===== src/hdl/touch_cmd_defines.svh =====
/*
 Constants for the touch converter command decoder: command byte fields,
 function codes, data register indices and reset values.
 Assumes it is included by bare name from hdl/ sources.
*/
`ifndef TOUCH_CMD_DEFINES_SVH
`define TOUCH_CMD_DEFINES_SVH

`define FORM_BIT 7
`define FUNC_HI 6
`define FUNC_LO 3
`define RES_BIT 2
`define SOFT_RESET_BIT_BIT 1
`define STOP_BIT 0
`define BIAS_BIT 1
`define DIR_BIT 0

`define FN_SCAN_XYZ 4'h0
`define FN_SCAN_XY 4'h1
`define FN_X 4'h2
`define FN_Y 4'h3
`define FN_Z 4'h4
`define FN_AUX 4'h5
`define FN_TEMP1 4'h6
`define FN_TEMP2 4'h7
`define FN_AUX_CONT 4'h8
`define FN_TEST_X 4'h9
`define FN_TEST_Y 4'hA
`define FN_RESERVED 4'hB
`define FN_SHORT 4'hC
`define FN_DRV_X 4'hD
`define FN_DRV_Y 4'hE
`define FN_DRV_YX 4'hF

`define IDX_X 4'h0
`define IDX_Y 4'h1
`define IDX_Z1 4'h2
`define IDX_Z2 4'h3
`define IDX_AUX 4'h4
`define IDX_TEMP1 4'h5
`define IDX_TEMP2 4'h6
`define IDX_STATUS 4'h7

`define DRV_NONE 2'h0
`define DRV_XX 2'h1
`define DRV_YY 2'h2
`define DRV_YX 2'h3

`define RES_RESET 1'h1
`define RESULT_W 12

`endif


===== src/hdl/touch_cmd_pkg.sv =====
/*
 Types shared by the touch converter command decoder.
 Assumes touch_cmd_defines.svh sits beside it.
*/
`include "touch_cmd_defines.svh"

package touch_cmd_pkg;

    typedef enum logic [3:0] {
        CH_X, CH_Y, CH_Z1, CH_Z2, CH_AUX, CH_T1, CH_T2,
        CH_TX, CH_TY, CH_SHORT, CH_END
    } channel_t;

    // one write into a data register
    typedef struct packed {
        logic valid;
        logic [3:0] index;
        logic [`RESULT_W-1:0] value;
    } data_write_t;

    // one register-access command
    typedef struct packed {
        logic writeValid;
        logic readAddrLoad;
        logic [3:0] index;
    } reg_access_t;

endpackage


===== src/hdl/sync_bits.sv =====
/*
 Two-flop synchroniser with a rising-edge pulse on the synced level.
 Assumes inputs arrive from outside the clock domain.
*/
`timescale 1ns/100ps
`default_nettype none

module sync_bits
#(
    parameter int W = 1
)
(
    input wire logic clock,
    input wire logic sys_rst,
    input wire logic [W-1:0] din,
    output logic [W-1:0] level,
    output logic [W-1:0] rise
);
    logic [W-1:0] stage1;
    logic [W-1:0] stage2;
    logic [W-1:0] stage3;

    // stage1 feeds stage2 only; edges are taken after the second flop
    always_ff @(posedge clock)
    begin
        if (sys_rst)
        begin
            stage1 <= '0;
            stage2 <= '0;
            stage3 <= '0;
        end
        else
        begin
            stage1 <= din;
            stage2 <= stage1;
            stage3 <= stage2;
        end
    end

    assign level = stage2;
    assign rise = stage2 & ~stage3;
endmodule

`default_nettype wire


===== src/hdl/touch_converter_command_decoder.sv =====
/*
 Command decoder of the touch converter: takes command bytes from the
 serial-bus slave and sequences converter functions.
 Assumes cmdValid/cmdByte and seqReadBusy come from same-clock logic;
 pen, done and pass come from the analog side and are synchronised here.
*/
// How it works
// - bit 7 chooses conversion or register form
// - bits 6..3 are the function code
// - code 0 scans XYZ1Z2 until lift/stop
// - code 1 scans XY until lift/stop
// - codes 2,3,4 convert X, Y, Z once
// - code 5 aux once, code 8 continuous
// - codes 6,7 store temperature results
// - X connection test drives pen irq
// - Y connection test drives pen irq
// - reserved code condition cleared by stop
// - short test reported on irq, status
// - short test needs all range bits set
// - codes 13..15 select driver settings
// - soft reset restores defaults, self clears
// - stop aborts running function, self clears
// - armed scan starts itself on touch
// - no stored scan code means wait
// - stored scan code reused while mode set
// - no data updates during sequential read
// - resolution bit: one 12, zero 10 bits
// - register form: write or set read start
// - bias kept between conversions when set
// - stop powers down the converter
`timescale 1ns/100ps
`default_nettype none
`include "touch_cmd_defines.svh"

module touch_converter_command_decoder
#(
    parameter int RANGE_W = 2
)
(
    input wire logic clock,
    input wire logic sys_rst,
    input wire logic cmdValid,
    input wire logic [7:0] cmdByte,
    input wire logic seqReadBusy,
    input wire logic scanControlMode,
    input wire logic [RANGE_W-1:0] panelResistanceRange,
    input wire logic penTouchPin,
    input wire logic convDonePin,
    input wire logic testPassPin,
    input wire logic [`RESULT_W-1:0] convData,
    output logic resolutionSelect,
    output logic softResetPulse,
    output logic convStart,
    output touch_cmd_pkg::channel_t convChannel,
    output logic biasOn,
    output logic penIrqDataReadyOut,
    output touch_cmd_pkg::data_write_t dataWrite,
    output touch_cmd_pkg::reg_access_t regAccess,
    output logic [1:0] driverSelect,
    output logic statusTestPass,
    output logic functionBusy
);
    // the range test needs at least one bit to reduce
    if (RANGE_W < 1)
    begin : g_bad_range
        $error("RANGE_W must be at least 1");
    end

    typedef enum {ST_IDLE, ST_ARMED, ST_START, ST_WAIT, ST_STORE,
        ST_FAULT} state_t;

    state_t state_reg;
    touch_cmd_pkg::channel_t chan_reg;
    logic [3:0] func_reg;
    logic [3:0] armedFunc_reg;
    logic armed_reg;
    logic biasKeep_reg;
    logic reservedHold_reg;
    logic [`RESULT_W-1:0] result_reg;
    logic pass_reg;
    logic [2:0] syncLevel;
    logic [2:0] syncRise;
    logic penDown;
    logic doneRise;
    logic passLevel;

    sync_bits #(.W(3)) u_sync (
        .clock(clock),
        .sys_rst(sys_rst),
        .din({testPassPin, convDonePin, penTouchPin}),
        .level(syncLevel),
        .rise(syncRise)
    );
    assign penDown = syncLevel[0];
    assign doneRise = syncRise[1];
    assign passLevel = syncLevel[2];

    // first channel of each converting function code
    function automatic touch_cmd_pkg::channel_t firstChannel(
        input logic [3:0] fn);
        case (fn)
            `FN_SCAN_XYZ, `FN_SCAN_XY, `FN_X: firstChannel = touch_cmd_pkg::CH_X;
            `FN_Y: firstChannel = touch_cmd_pkg::CH_Y;
            `FN_Z: firstChannel = touch_cmd_pkg::CH_Z1;
            `FN_AUX, `FN_AUX_CONT: firstChannel = touch_cmd_pkg::CH_AUX;
            `FN_TEMP1: firstChannel = touch_cmd_pkg::CH_T1;
            `FN_TEMP2: firstChannel = touch_cmd_pkg::CH_T2;
            `FN_TEST_X: firstChannel = touch_cmd_pkg::CH_TX;
            `FN_TEST_Y: firstChannel = touch_cmd_pkg::CH_TY;
            `FN_SHORT: firstChannel = touch_cmd_pkg::CH_SHORT;
            default: firstChannel = touch_cmd_pkg::CH_END;
        endcase
    endfunction

    // channel after the current one; CH_END closes one pass
    function automatic touch_cmd_pkg::channel_t nextChannel(
        input logic [3:0] fn, input touch_cmd_pkg::channel_t ch);
        nextChannel = touch_cmd_pkg::CH_END;
        if (ch == touch_cmd_pkg::CH_X && (fn == `FN_SCAN_XYZ || fn == `FN_SCAN_XY))
            nextChannel = touch_cmd_pkg::CH_Y;
        else if (ch == touch_cmd_pkg::CH_Y && fn == `FN_SCAN_XYZ)
            nextChannel = touch_cmd_pkg::CH_Z1;
        else if (ch == touch_cmd_pkg::CH_Z1)
            nextChannel = touch_cmd_pkg::CH_Z2;
    endfunction

    // data register index of a measuring channel
    function automatic logic [3:0] dataIndex(
        input touch_cmd_pkg::channel_t ch);
        case (ch)
            touch_cmd_pkg::CH_X: dataIndex = `IDX_X;
            touch_cmd_pkg::CH_Y: dataIndex = `IDX_Y;
            touch_cmd_pkg::CH_Z1: dataIndex = `IDX_Z1;
            touch_cmd_pkg::CH_Z2: dataIndex = `IDX_Z2;
            touch_cmd_pkg::CH_AUX: dataIndex = `IDX_AUX;
            touch_cmd_pkg::CH_T1: dataIndex = `IDX_TEMP1;
            touch_cmd_pkg::CH_T2: dataIndex = `IDX_TEMP2;
            default: dataIndex = `IDX_STATUS;
        endcase
    endfunction

    logic isConv;
    logic isReg;
    logic [3:0] cmdFunc;
    logic stopCmd;
    logic swrstCmd;
    logic isTestCh;
    logic isScanFn;
    logic passEnd;
    logic rangeAll;
    assign isConv = cmdValid && cmdByte[`FORM_BIT];
    assign isReg = cmdValid && !cmdByte[`FORM_BIT];
    assign cmdFunc = cmdByte[`FUNC_HI:`FUNC_LO];
    assign stopCmd = isConv && cmdByte[`STOP_BIT];
    assign swrstCmd = isConv && cmdByte[`SOFT_RESET_BIT_BIT];
    assign isTestCh = chan_reg == touch_cmd_pkg::CH_TX
        || chan_reg == touch_cmd_pkg::CH_TY
        || chan_reg == touch_cmd_pkg::CH_SHORT;
    assign isScanFn = func_reg == `FN_SCAN_XYZ || func_reg == `FN_SCAN_XY;
    assign passEnd = nextChannel(func_reg, chan_reg) == touch_cmd_pkg::CH_END;
    assign rangeAll = &panelResistanceRange;

    // function sequencer; soft reset and stop win over a new code
    always_ff @(posedge clock)
    begin
        convStart <= 1'b0;
        if (sys_rst || swrstCmd)
        begin
            state_reg <= ST_IDLE;
            chan_reg <= touch_cmd_pkg::CH_END;
            func_reg <= `FN_SCAN_XYZ;
            convStart <= 1'b0;
        end
        else if (stopCmd)
        begin
            state_reg <= ST_IDLE;
            chan_reg <= touch_cmd_pkg::CH_END;
        end
        // a failed test ignores new codes until stop
        else if (isConv && state_reg != ST_FAULT
            && firstChannel(cmdFunc) != touch_cmd_pkg::CH_END)
        begin
            func_reg <= cmdFunc;
            chan_reg <= firstChannel(cmdFunc);
            if ((cmdFunc == `FN_SCAN_XYZ || cmdFunc == `FN_SCAN_XY) && !penDown)
                state_reg <= ST_ARMED;
            // short test skipped outside full range
            else if (cmdFunc == `FN_SHORT && !rangeAll)
                state_reg <= ST_IDLE;
            else
                state_reg <= ST_START;
        end
        else
        begin
            case (state_reg)
                ST_IDLE:
                begin
                    if (armed_reg && scanControlMode && penDown)
                    begin
                        func_reg <= armedFunc_reg;
                        chan_reg <= touch_cmd_pkg::CH_X;
                        state_reg <= ST_START;
                    end
                end
                ST_ARMED:
                begin
                    if (penDown)
                        state_reg <= ST_START;
                end
                ST_START:
                begin
                    convStart <= 1'b1;
                    state_reg <= ST_WAIT;
                end
                ST_WAIT:
                begin
                    if (doneRise)
                        state_reg <= ST_STORE;
                end
                ST_STORE:
                begin
                    if (isTestCh && !pass_reg)
                        state_reg <= ST_FAULT;
                    // hold the update during a sequential read
                    else if (isTestCh || (!seqReadBusy && !cmdValid))
                    begin
                        if (!passEnd)
                        begin
                            chan_reg <= nextChannel(func_reg, chan_reg);
                            state_reg <= ST_START;
                        end
                        else if (isScanFn && penDown)
                        begin
                            chan_reg <= touch_cmd_pkg::CH_X;
                            state_reg <= ST_START;
                        end
                        else if (func_reg == `FN_AUX_CONT)
                            state_reg <= ST_START;
                        else
                            state_reg <= ST_IDLE;
                    end
                end
                ST_FAULT:
                begin
                    state_reg <= ST_FAULT;
                end
                default:
                    state_reg <= ST_IDLE;
            endcase
        end
    end

    // sample converter result when the done edge is seen
    always_ff @(posedge clock)
    begin
        if (sys_rst)
        begin
            result_reg <= '0;
            pass_reg <= 1'b0;
        end
        else if (state_reg == ST_WAIT && doneRise)
        begin
            result_reg <= convData;
            pass_reg <= passLevel;
        end
    end

    // results go to the channel's data register
    always_ff @(posedge clock)
    begin
        if (sys_rst)
            dataWrite <= '0;
        else
        begin
            dataWrite.valid <= state_reg == ST_STORE && !isTestCh
                && !seqReadBusy && !stopCmd && !swrstCmd && !cmdValid;
            dataWrite.index <= dataIndex(chan_reg);
            dataWrite.value <= result_reg;
        end
    end

    // stored scan code kept only while mode stays one
    always_ff @(posedge clock)
    begin
        if (sys_rst || swrstCmd || stopCmd || !scanControlMode)
        begin
            armed_reg <= 1'b0;
            armedFunc_reg <= `FN_SCAN_XYZ;
        end
        else if (isConv && (cmdFunc == `FN_SCAN_XYZ || cmdFunc == `FN_SCAN_XY))
        begin
            armed_reg <= 1'b1;
            armedFunc_reg <= cmdFunc;
        end
    end

    // pen irq low during and after a failed test
    always_ff @(posedge clock)
    begin
        if (sys_rst || swrstCmd)
        begin
            penIrqDataReadyOut <= 1'b1;
            statusTestPass <= 1'b0;
        end
        // stop releases the pin but keeps the last test result
        else if (stopCmd)
            penIrqDataReadyOut <= 1'b1;
        else if (state_reg != ST_FAULT && state_reg != ST_IDLE && isTestCh)
        begin
            penIrqDataReadyOut <= state_reg == ST_STORE && pass_reg;
            if (state_reg == ST_STORE)
                statusTestPass <= pass_reg;
        end
        else if (state_reg == ST_IDLE)
            penIrqDataReadyOut <= 1'b1;
    end

    // driver settings; reserved condition held until stop
    always_ff @(posedge clock)
    begin
        if (sys_rst || swrstCmd)
        begin
            driverSelect <= `DRV_NONE;
            reservedHold_reg <= 1'b0;
        end
        else if (stopCmd)
            reservedHold_reg <= 1'b0;
        else if (isConv)
        begin
            case (cmdFunc)
                `FN_DRV_X: driverSelect <= `DRV_XX;
                `FN_DRV_Y: driverSelect <= `DRV_YY;
                `FN_DRV_YX: driverSelect <= `DRV_YX;
                `FN_RESERVED: reservedHold_reg <= 1'b1;
                default: driverSelect <= `DRV_NONE;
            endcase
        end
    end

    // resolution; soft reset pulse lasts one cycle
    always_ff @(posedge clock)
    begin
        if (sys_rst)
        begin
            resolutionSelect <= `RES_RESET;
            softResetPulse <= 1'b0;
        end
        else
        begin
            softResetPulse <= swrstCmd;
            if (swrstCmd)
                resolutionSelect <= `RES_RESET;
            else if (isConv)
                resolutionSelect <= cmdByte[`RES_BIT];
        end
    end

    always_ff @(posedge clock)
    begin
        if (sys_rst)
            regAccess <= '0;
        else
        begin
            regAccess.writeValid <= isReg && !cmdByte[`DIR_BIT];
            regAccess.readAddrLoad <= isReg && cmdByte[`DIR_BIT];
            if (isReg)
                regAccess.index <= cmdByte[`FUNC_HI:`FUNC_LO];
        end
    end

    always_ff @(posedge clock)
    begin
        if (sys_rst || swrstCmd || stopCmd)
        begin
            biasKeep_reg <= 1'b0;
            biasOn <= 1'b0;
        end
        else
        begin
            if (isReg)
                biasKeep_reg <= cmdByte[`BIAS_BIT];
            biasOn <= state_reg == ST_START || state_reg == ST_WAIT
                || (biasKeep_reg && state_reg == ST_STORE);
        end
    end

    // channel and busy follow the sequencer
    always_ff @(posedge clock)
    begin
        if (sys_rst)
        begin
            convChannel <= touch_cmd_pkg::CH_END;
            functionBusy <= 1'b0;
        end
        else
        begin
            convChannel <= chan_reg;
            functionBusy <= reservedHold_reg
                || (state_reg != ST_IDLE && state_reg != ST_ARMED);
        end
    end
endmodule

`default_nettype wire


===== config.mk =====
export PLATFORM = sky130hd
export DESIGN_NAME = touch_converter_command_decoder
export DESIGN_NICKNAME = d
export VERILOG_FILES = /design/src/hdl/touch_cmd_pkg.sv /design/src/hdl/sync_bits.sv /design/src/hdl/touch_converter_command_decoder.sv
export VERILOG_INCLUDE_DIRS = /design/src /design/src/hdl
export SDC_FILE = /design/constraint.sdc
export NUM_CORES = 1
export LEC_CHECK = 0
export CAP_MARGIN = 20
export CORE_ASPECT_RATIO = 2
export CORE_MARGIN = 2
export CORE_UTILIZATION = 45
export CTS_CLUSTER_DIAMETER = 150
export DETAILED_ROUTE_END_ITERATION = 8
export DONT_BUFFER_PORTS = 1
export HOLD_SLACK_MARGIN = 0.05
export MAX_ROUTING_LAYER = met4
export PLACE_DENSITY = 0.6
export SYNTH_ARGS = -nofsm -noshare
export SYNTH_HDL_FRONTEND = slang
export SYNTH_HIERARCHICAL = 1
export SYNTH_SLANG_ARGS = --single-unit

===== constraint.sdc =====
create_clock -name clock -period 4 [get_ports clock]
set_input_delay 0.8 -clock clock [delete_from_list [all_inputs] [get_ports clock]]
set_output_delay 0.8 -clock clock [all_outputs]
set_load 0.05 [all_outputs]

Yosys cells after proc, flatten, opt, wreduce, memory -nomap -nowiden
Memories as Yosys holds them, arrays and structs flattened. Cells that the tools add are included.

Output and inout bits: 36. Bits in registers: 104. Memories kept: 2. Input bits: 30. ROM bits: 128.

Muxes and demuxes: 32. Eq/ne operators: 36. Reduce and logical (&&, ||, !) cells: 71. Bitwise logic cells: 4.

Memory list: (no name shown) (words 16, bits a word 4, read ports 1, clocked after Yosys merged registers in 0, wr ports 0, line touch_converter_command_decoder.sv:101) `case (fn)`; (no name shown) (words 16, bits a word 4, read ports 1, clocked after Yosys merged registers in 0, wr ports 0, line touch_converter_command_decoder.sv:101).

Operators with widths (count): 32-bit 2-to-1 mux (6); 32-bit one-hot mux with 6 select lines (1); 32-bit by 3-bit equality test with 1-bit output, second input constant (4); 32-bit by 2-bit equality test with 1-bit output, second input constant (2); 32-bit logical NOT (2); 4-bit 2-to-1 mux (14); 4-bit equality test, second input constant (9); 32-bit by 1-bit equality test with 1-bit output, second input constant (1); 32-bit by 4-bit equality test with 1-bit output, second input constant (1); 32-bit by 2-bit inequality test with 1-bit output, second input constant (1); 32-bit by 4-bit inequality test with 1-bit output, second input constant (1); 32-bit nonzero test (1); 1-bit logical AND (29); 3-bit one-hot mux with 7 select lines (1); 4-bit by 3-bit equality test with 1-bit output, second input constant (4); 4-bit by 1-bit equality test with 1-bit output, second input constant (3); 4-bit logical NOT (3); 3-bit inequality test, second input constant (4); 4-bit inequality test, second input constant (3); 1-bit logical NOT (11); 1-bit logical OR (11); 2-bit 2-to-1 mux (5); 3-bit AND reduction (3); 4-bit by 2-bit equality test with 1-bit output, second input constant (2); other kinds (14) (21).

Logic depth before layout (Yosys ltp)
Depth after elaboration: 10. Mapped depth: 7. Mapped depth without buffers: 7.

Modules after synthesis
The synthesis kept the hierarchy.

Modules (own cells, without submodules): touch_converter_command_decoder (cells each 326, sequential area each 1321.3 um^2, area each 2803.9 um^2, times used 1); sync_bits (cells each 21, sequential area each 180.2 um^2, area each 255.2 um^2, times used 1).

Least setup slack after synthesis
OpenSTA, ideal clock, no wires.

Path type: input to register. Start: in cmdByte[3]. End: reg chan_reg[0]. Buffers on the path: 0. Data arrival time: 2099 ps. Setup slack: 1830 ps. Stages: 7. Cell sequence: inv_1 > ha_1 > mux2i_1 > o211a_2 > nor2_2 > o31ai_2 > mux2i_1.

Cells in the longest elaborated chain, start to end: 7. Elaborated cells between the ends (all ways): 13. Those cells by class: eq/ne: 5; mux: 3; reduce/logical: 3; memory: 2.

Ends and longest elaborated chain: from (decl) (line touch_converter_command_decoder.sv:43) `input wire logic [7:0] cmdByte,`; memory 16 x 4 bit; 4-bit 2-to-1 mux (line touch_converter_command_decoder.sv:174) `else if (stopCmd)`; 4-bit 2-to-1 mux (line touch_converter_command_decoder.sv:167) `if (sys_rst || swrstCmd)`; 4-bit inequality test (line touch_converter_command_decoder.sv:181) `&& firstChannel(cmdFunc) != touch_cmd_pkg::CH_END)`; 1-bit logical AND (line touch_converter_command_decoder.sv:181); 4-bit inequality test (no line), or another cell as far along; 5-bit AND reduction (no line); to (signal assigned) (line touch_converter_command_decoder.sv:177) `chan_reg <= touch_cmd_pkg::CH_END;`; to (signal assigned) (line touch_converter_command_decoder.sv:184) `chan_reg <= firstChannel(cmdFunc);`; to (signal assigned) (line touch_converter_command_decoder.sv:201) `chan_reg <= touch_cmd_pkg::CH_X;`; to (decl) (line touch_converter_command_decoder.sv:73) `touch_cmd_pkg::channel_t chan_reg;`.

Parallel ways exist; a longest one is shown, timed or not. The select of a mux whose other input is x is not followed. A chain may end at the register's enable or synchronous reset.

Worst setup path in the final report
Ends and elaborated chain as after synthesis.

==> summary.log <==
INFO  run_status     outcome=complete, no violations
INFO  yosys          synth_cells=341
INFO  critical_path  critPathLaunchType=input port
INFO  min_path       worstHoldEndpoint=pass_reg
INFO  sta            post-route-period-util=0.5130
INFO  place          detailed_place_hpwl=4.834mm
INFO  floorplan      num_rows=42
INFO  sta            achievable-frequency=487.3MHz
INFO  sta            finalMaxSlewViolations=0
INFO  clocking       cts_tree=done
INFO  routing        dr.first_iter.drc_count=172
INFO  critical_path  worstPathMaxFanout=8
INFO  sta            setup_total_negative_slack=0ns
INFO  cells_and_area layout.cell_area.non_filler=3311um2
INFO  critical_path  worstPathBufferInverterCount=1
INFO  clocking       cts-hold-fix-buffers=0
INFO  critical_path  worst_setup_path_end_kind=flop
INFO  power          sw_frac_of_total=0.2379
INFO  clocking       clock_tree.root_cell=sky130_fd_sc_hd__clkbuf_16
INFO  yosys          syn-num-nets=376
INFO  clocking       cts_inserted_buffers=9
INFO  floorplan      chipWidth=61.68um
INFO  yosys          yosys_warnings=6
INFO  floorplan      die-height=119.4um
INFO  critical_path  critical_path.cell_chain=inv_1 -> ha_1 -> mux2i_1 -> o211a_2 -> nor2_2 -> o31ai_2 -> mux2i_1
INFO  critical_path  crit_type=in -> reg
INFO  power          static-leakage-power=1.230nW
INFO  sta            grt_setup_unrepaired=false
INFO  clocking       cts.path.max_buffers=2
INFO  flow_run       cap_viol_max_count=0
INFO  global_routing grt_antenna_before_repair=0
INFO  cells_and_area antenna_cells=0
INFO  sta            worst-slew-pin-transition=0.8584ns
INFO  global_routing globalRoute.totalOverflow=0
INFO  routing        avgViaCountPerCell=5.462
INFO  yosys          synth.avg_cell_area=8.780um2
INFO  global_routing via_count_of_the_first_global_routing_pass=2,109
INFO  global_routing grt_start_max_net_pins=52
INFO  critical_path  critical-path-top-cell-by-count=sky130_fd_sc_hd__mux2i_1
INFO  power          design_power_total=0.001682W
INFO  floorplan      die-area=7362um2
INFO  power          p_clk_frac=0.477
INFO  critical_path  worst_ep_arrival_time=2.31ns
INFO  critical_path  worstReg2RegEnd=chan_reg[1]
INFO  routing        route.detailed.wl_per_inst=15.70um
INFO  floorplan      floorplan.initialDensity=0.4595
INFO  cells_and_area largest_register_ffs=16
INFO  critical_path  worst-r2r-cell-count=5
INFO  routing        routed-via-count=2,327
INFO  power          internal_power=0.001282W
INFO  sta            fin_crit=2.052ns
INFO  critical_path  reg2reg_setup_slack=2.05ns
INFO  cells_and_area nNetsFinal=368
INFO  clocking       cts_sinks=73
INFO  power          power.share.combinational=0.053
INFO  clocking       clk-insertion-delay-late=0.33ns
INFO  routing        drc=0
INFO  power          power.density_cell_area=507.9nW/um2
INFO  routing        drt_pre_antenna_iters=4
INFO  critical_path  r2r_start=state_reg[2]
INFO  power          worst_ir_drop_vdd=0.3222mV
INFO  sta            maxSlewHeadroom=0.4256
INFO  critical_path  worst_path_dominant_cell_family=compound AO/OA/AOI/OAI gates
INFO  place          placement.io_buffers=0
INFO  sta            fin_hold_ws=0.4356ns
INFO  place          placed_area=3007um2
INFO  clocking       cts.reportedPaths.clkPinSlew=0.06ns
INFO  sta            worst_clock_skew=0.003356ns
INFO  clocking       postCtsSetupRepairBufs=0
INFO  global_routing gr-usage-all-layers=0.2075
INFO  sta            final_hold_viol_count=0
INFO  min_path       hold_path.startpoint=u_sync/level[2]
INFO  routing        number_of_nets_with_antenna_violations_after_detailed_routing=0
INFO  routing        detail_route.wirelength=6.689mm
INFO  critical_path  timing.critical_path.slowest_stage_cell=sky130_fd_sc_hd__o31ai_2
INFO  cells_and_area areaGrowthSynthToFinish=10.57%
INFO  min_path       timing.hold.worst.class=reg -> reg
INFO  clocking       post_cts_resize_count=0
INFO  sta            final-setup-viol-count=0
INFO  cells_and_area layout_cells_sized_above_1=0.07988
INFO  global_routing grt_pass1_wl=10.81mm
INFO  critical_path  cp.required=4.26ns
INFO  power          power.switching=0.0004000W
INFO  clocking       htreeDepth=3
INFO  power          seq_power_share=0.470
INFO  yosys          mappedNetlistArea=2994um2
INFO  place          routabilityCongestion=0.8300
INFO  floorplan      i_o_pins=66
INFO  critical_path  cp_slowest_stage_delay=0.39ns
INFO  floorplan      core_region_area=6516um2
INFO  min_path       holdPathStages=2
[metrics by stage]
step                utilization  instances  setup WS, ns
floorplan                     -        341         1.830
global placement         0.4614        410         1.699
detailed placement       0.4614        410         1.646
CTS                      0.5081        426         1.973
global route             0.5081        426         1.765
finish                   0.5081        426         1.948
[area by class of cell]
| cell class | instances | area, um2 |
|---|---|---|
| clock inverter | 6 | 65.06 |
| fill | 656 | 3206 |
| clock buffer | 10 | 239.0 |
| multi-input combinational | 243 | 1413 |
| tap | 88 | 110.1 |
| sequential | 73 | 1461 |
| inverter | 6 | 22.52 |
[metal layers]
layer	wire length (um)	global-route usage	part of all wire	up-vias
li1	-	-	-	1145
met1	2877	0.2672	0.43	1069
met3	419	0.05103	0.063	14
met2	3136	0.2849	0.47	99
met4	255	0.1263	0.038	0
met5	0	-	0	-
[layout by cell type, fill, tap and decap left out, types with 6 or more instances in the layout]
cell,n
sky130_fd_sc_hd__dfxtp_1,73
sky130_fd_sc_hd__nand2_1,54
sky130_fd_sc_hd__nor2_1,38
sky130_fd_sc_hd__a21oi_1,33
sky130_fd_sc_hd__nor2b_1,26
sky130_fd_sc_hd__mux2i_1,14
sky130_fd_sc_hd__clkbuf_16,9
sky130_fd_sc_hd__inv_1,6
sky130_fd_sc_hd__nor3b_1,6
[worst max-delay path by stage]
stage	cells past startpoint	endpoint	startpoint
floorplan	7	chan_reg[0]	cmdByte[3]
global placement	7	chan_reg[0]	cmdByte[3]
detailed placement	7	chan_reg[0]	cmdByte[3]
CTS	7	chan_reg[0]	cmdByte[3]
global route	7	chan_reg[0]	cmdByte[3]
finish	7	chan_reg[0]	cmdByte[3]
[power groups by stage]
stage	Combinational (W)	Sequential (W)	Clock, W
after global placement	0.0000871	0.000806	0
after global routing	0.0000995	0.000793	0.000851
after detailed placement	0.0000882	0.000806	0
final	0.0000887	0.000791	0.000802
after CTS	0.0000885	0.000790	0.000820
after floorplan	0.0000891	0.000796	0
[worst min-delay path: stages, from the launching register on]
cell,delay (ns)
sky130_fd_sc_hd__dfxtp_1,0.29
sky130_fd_sc_hd__nand2_1,0.05
sky130_fd_sc_hd__a21oi_1,0.05
(Power assumes the default switching activity.)
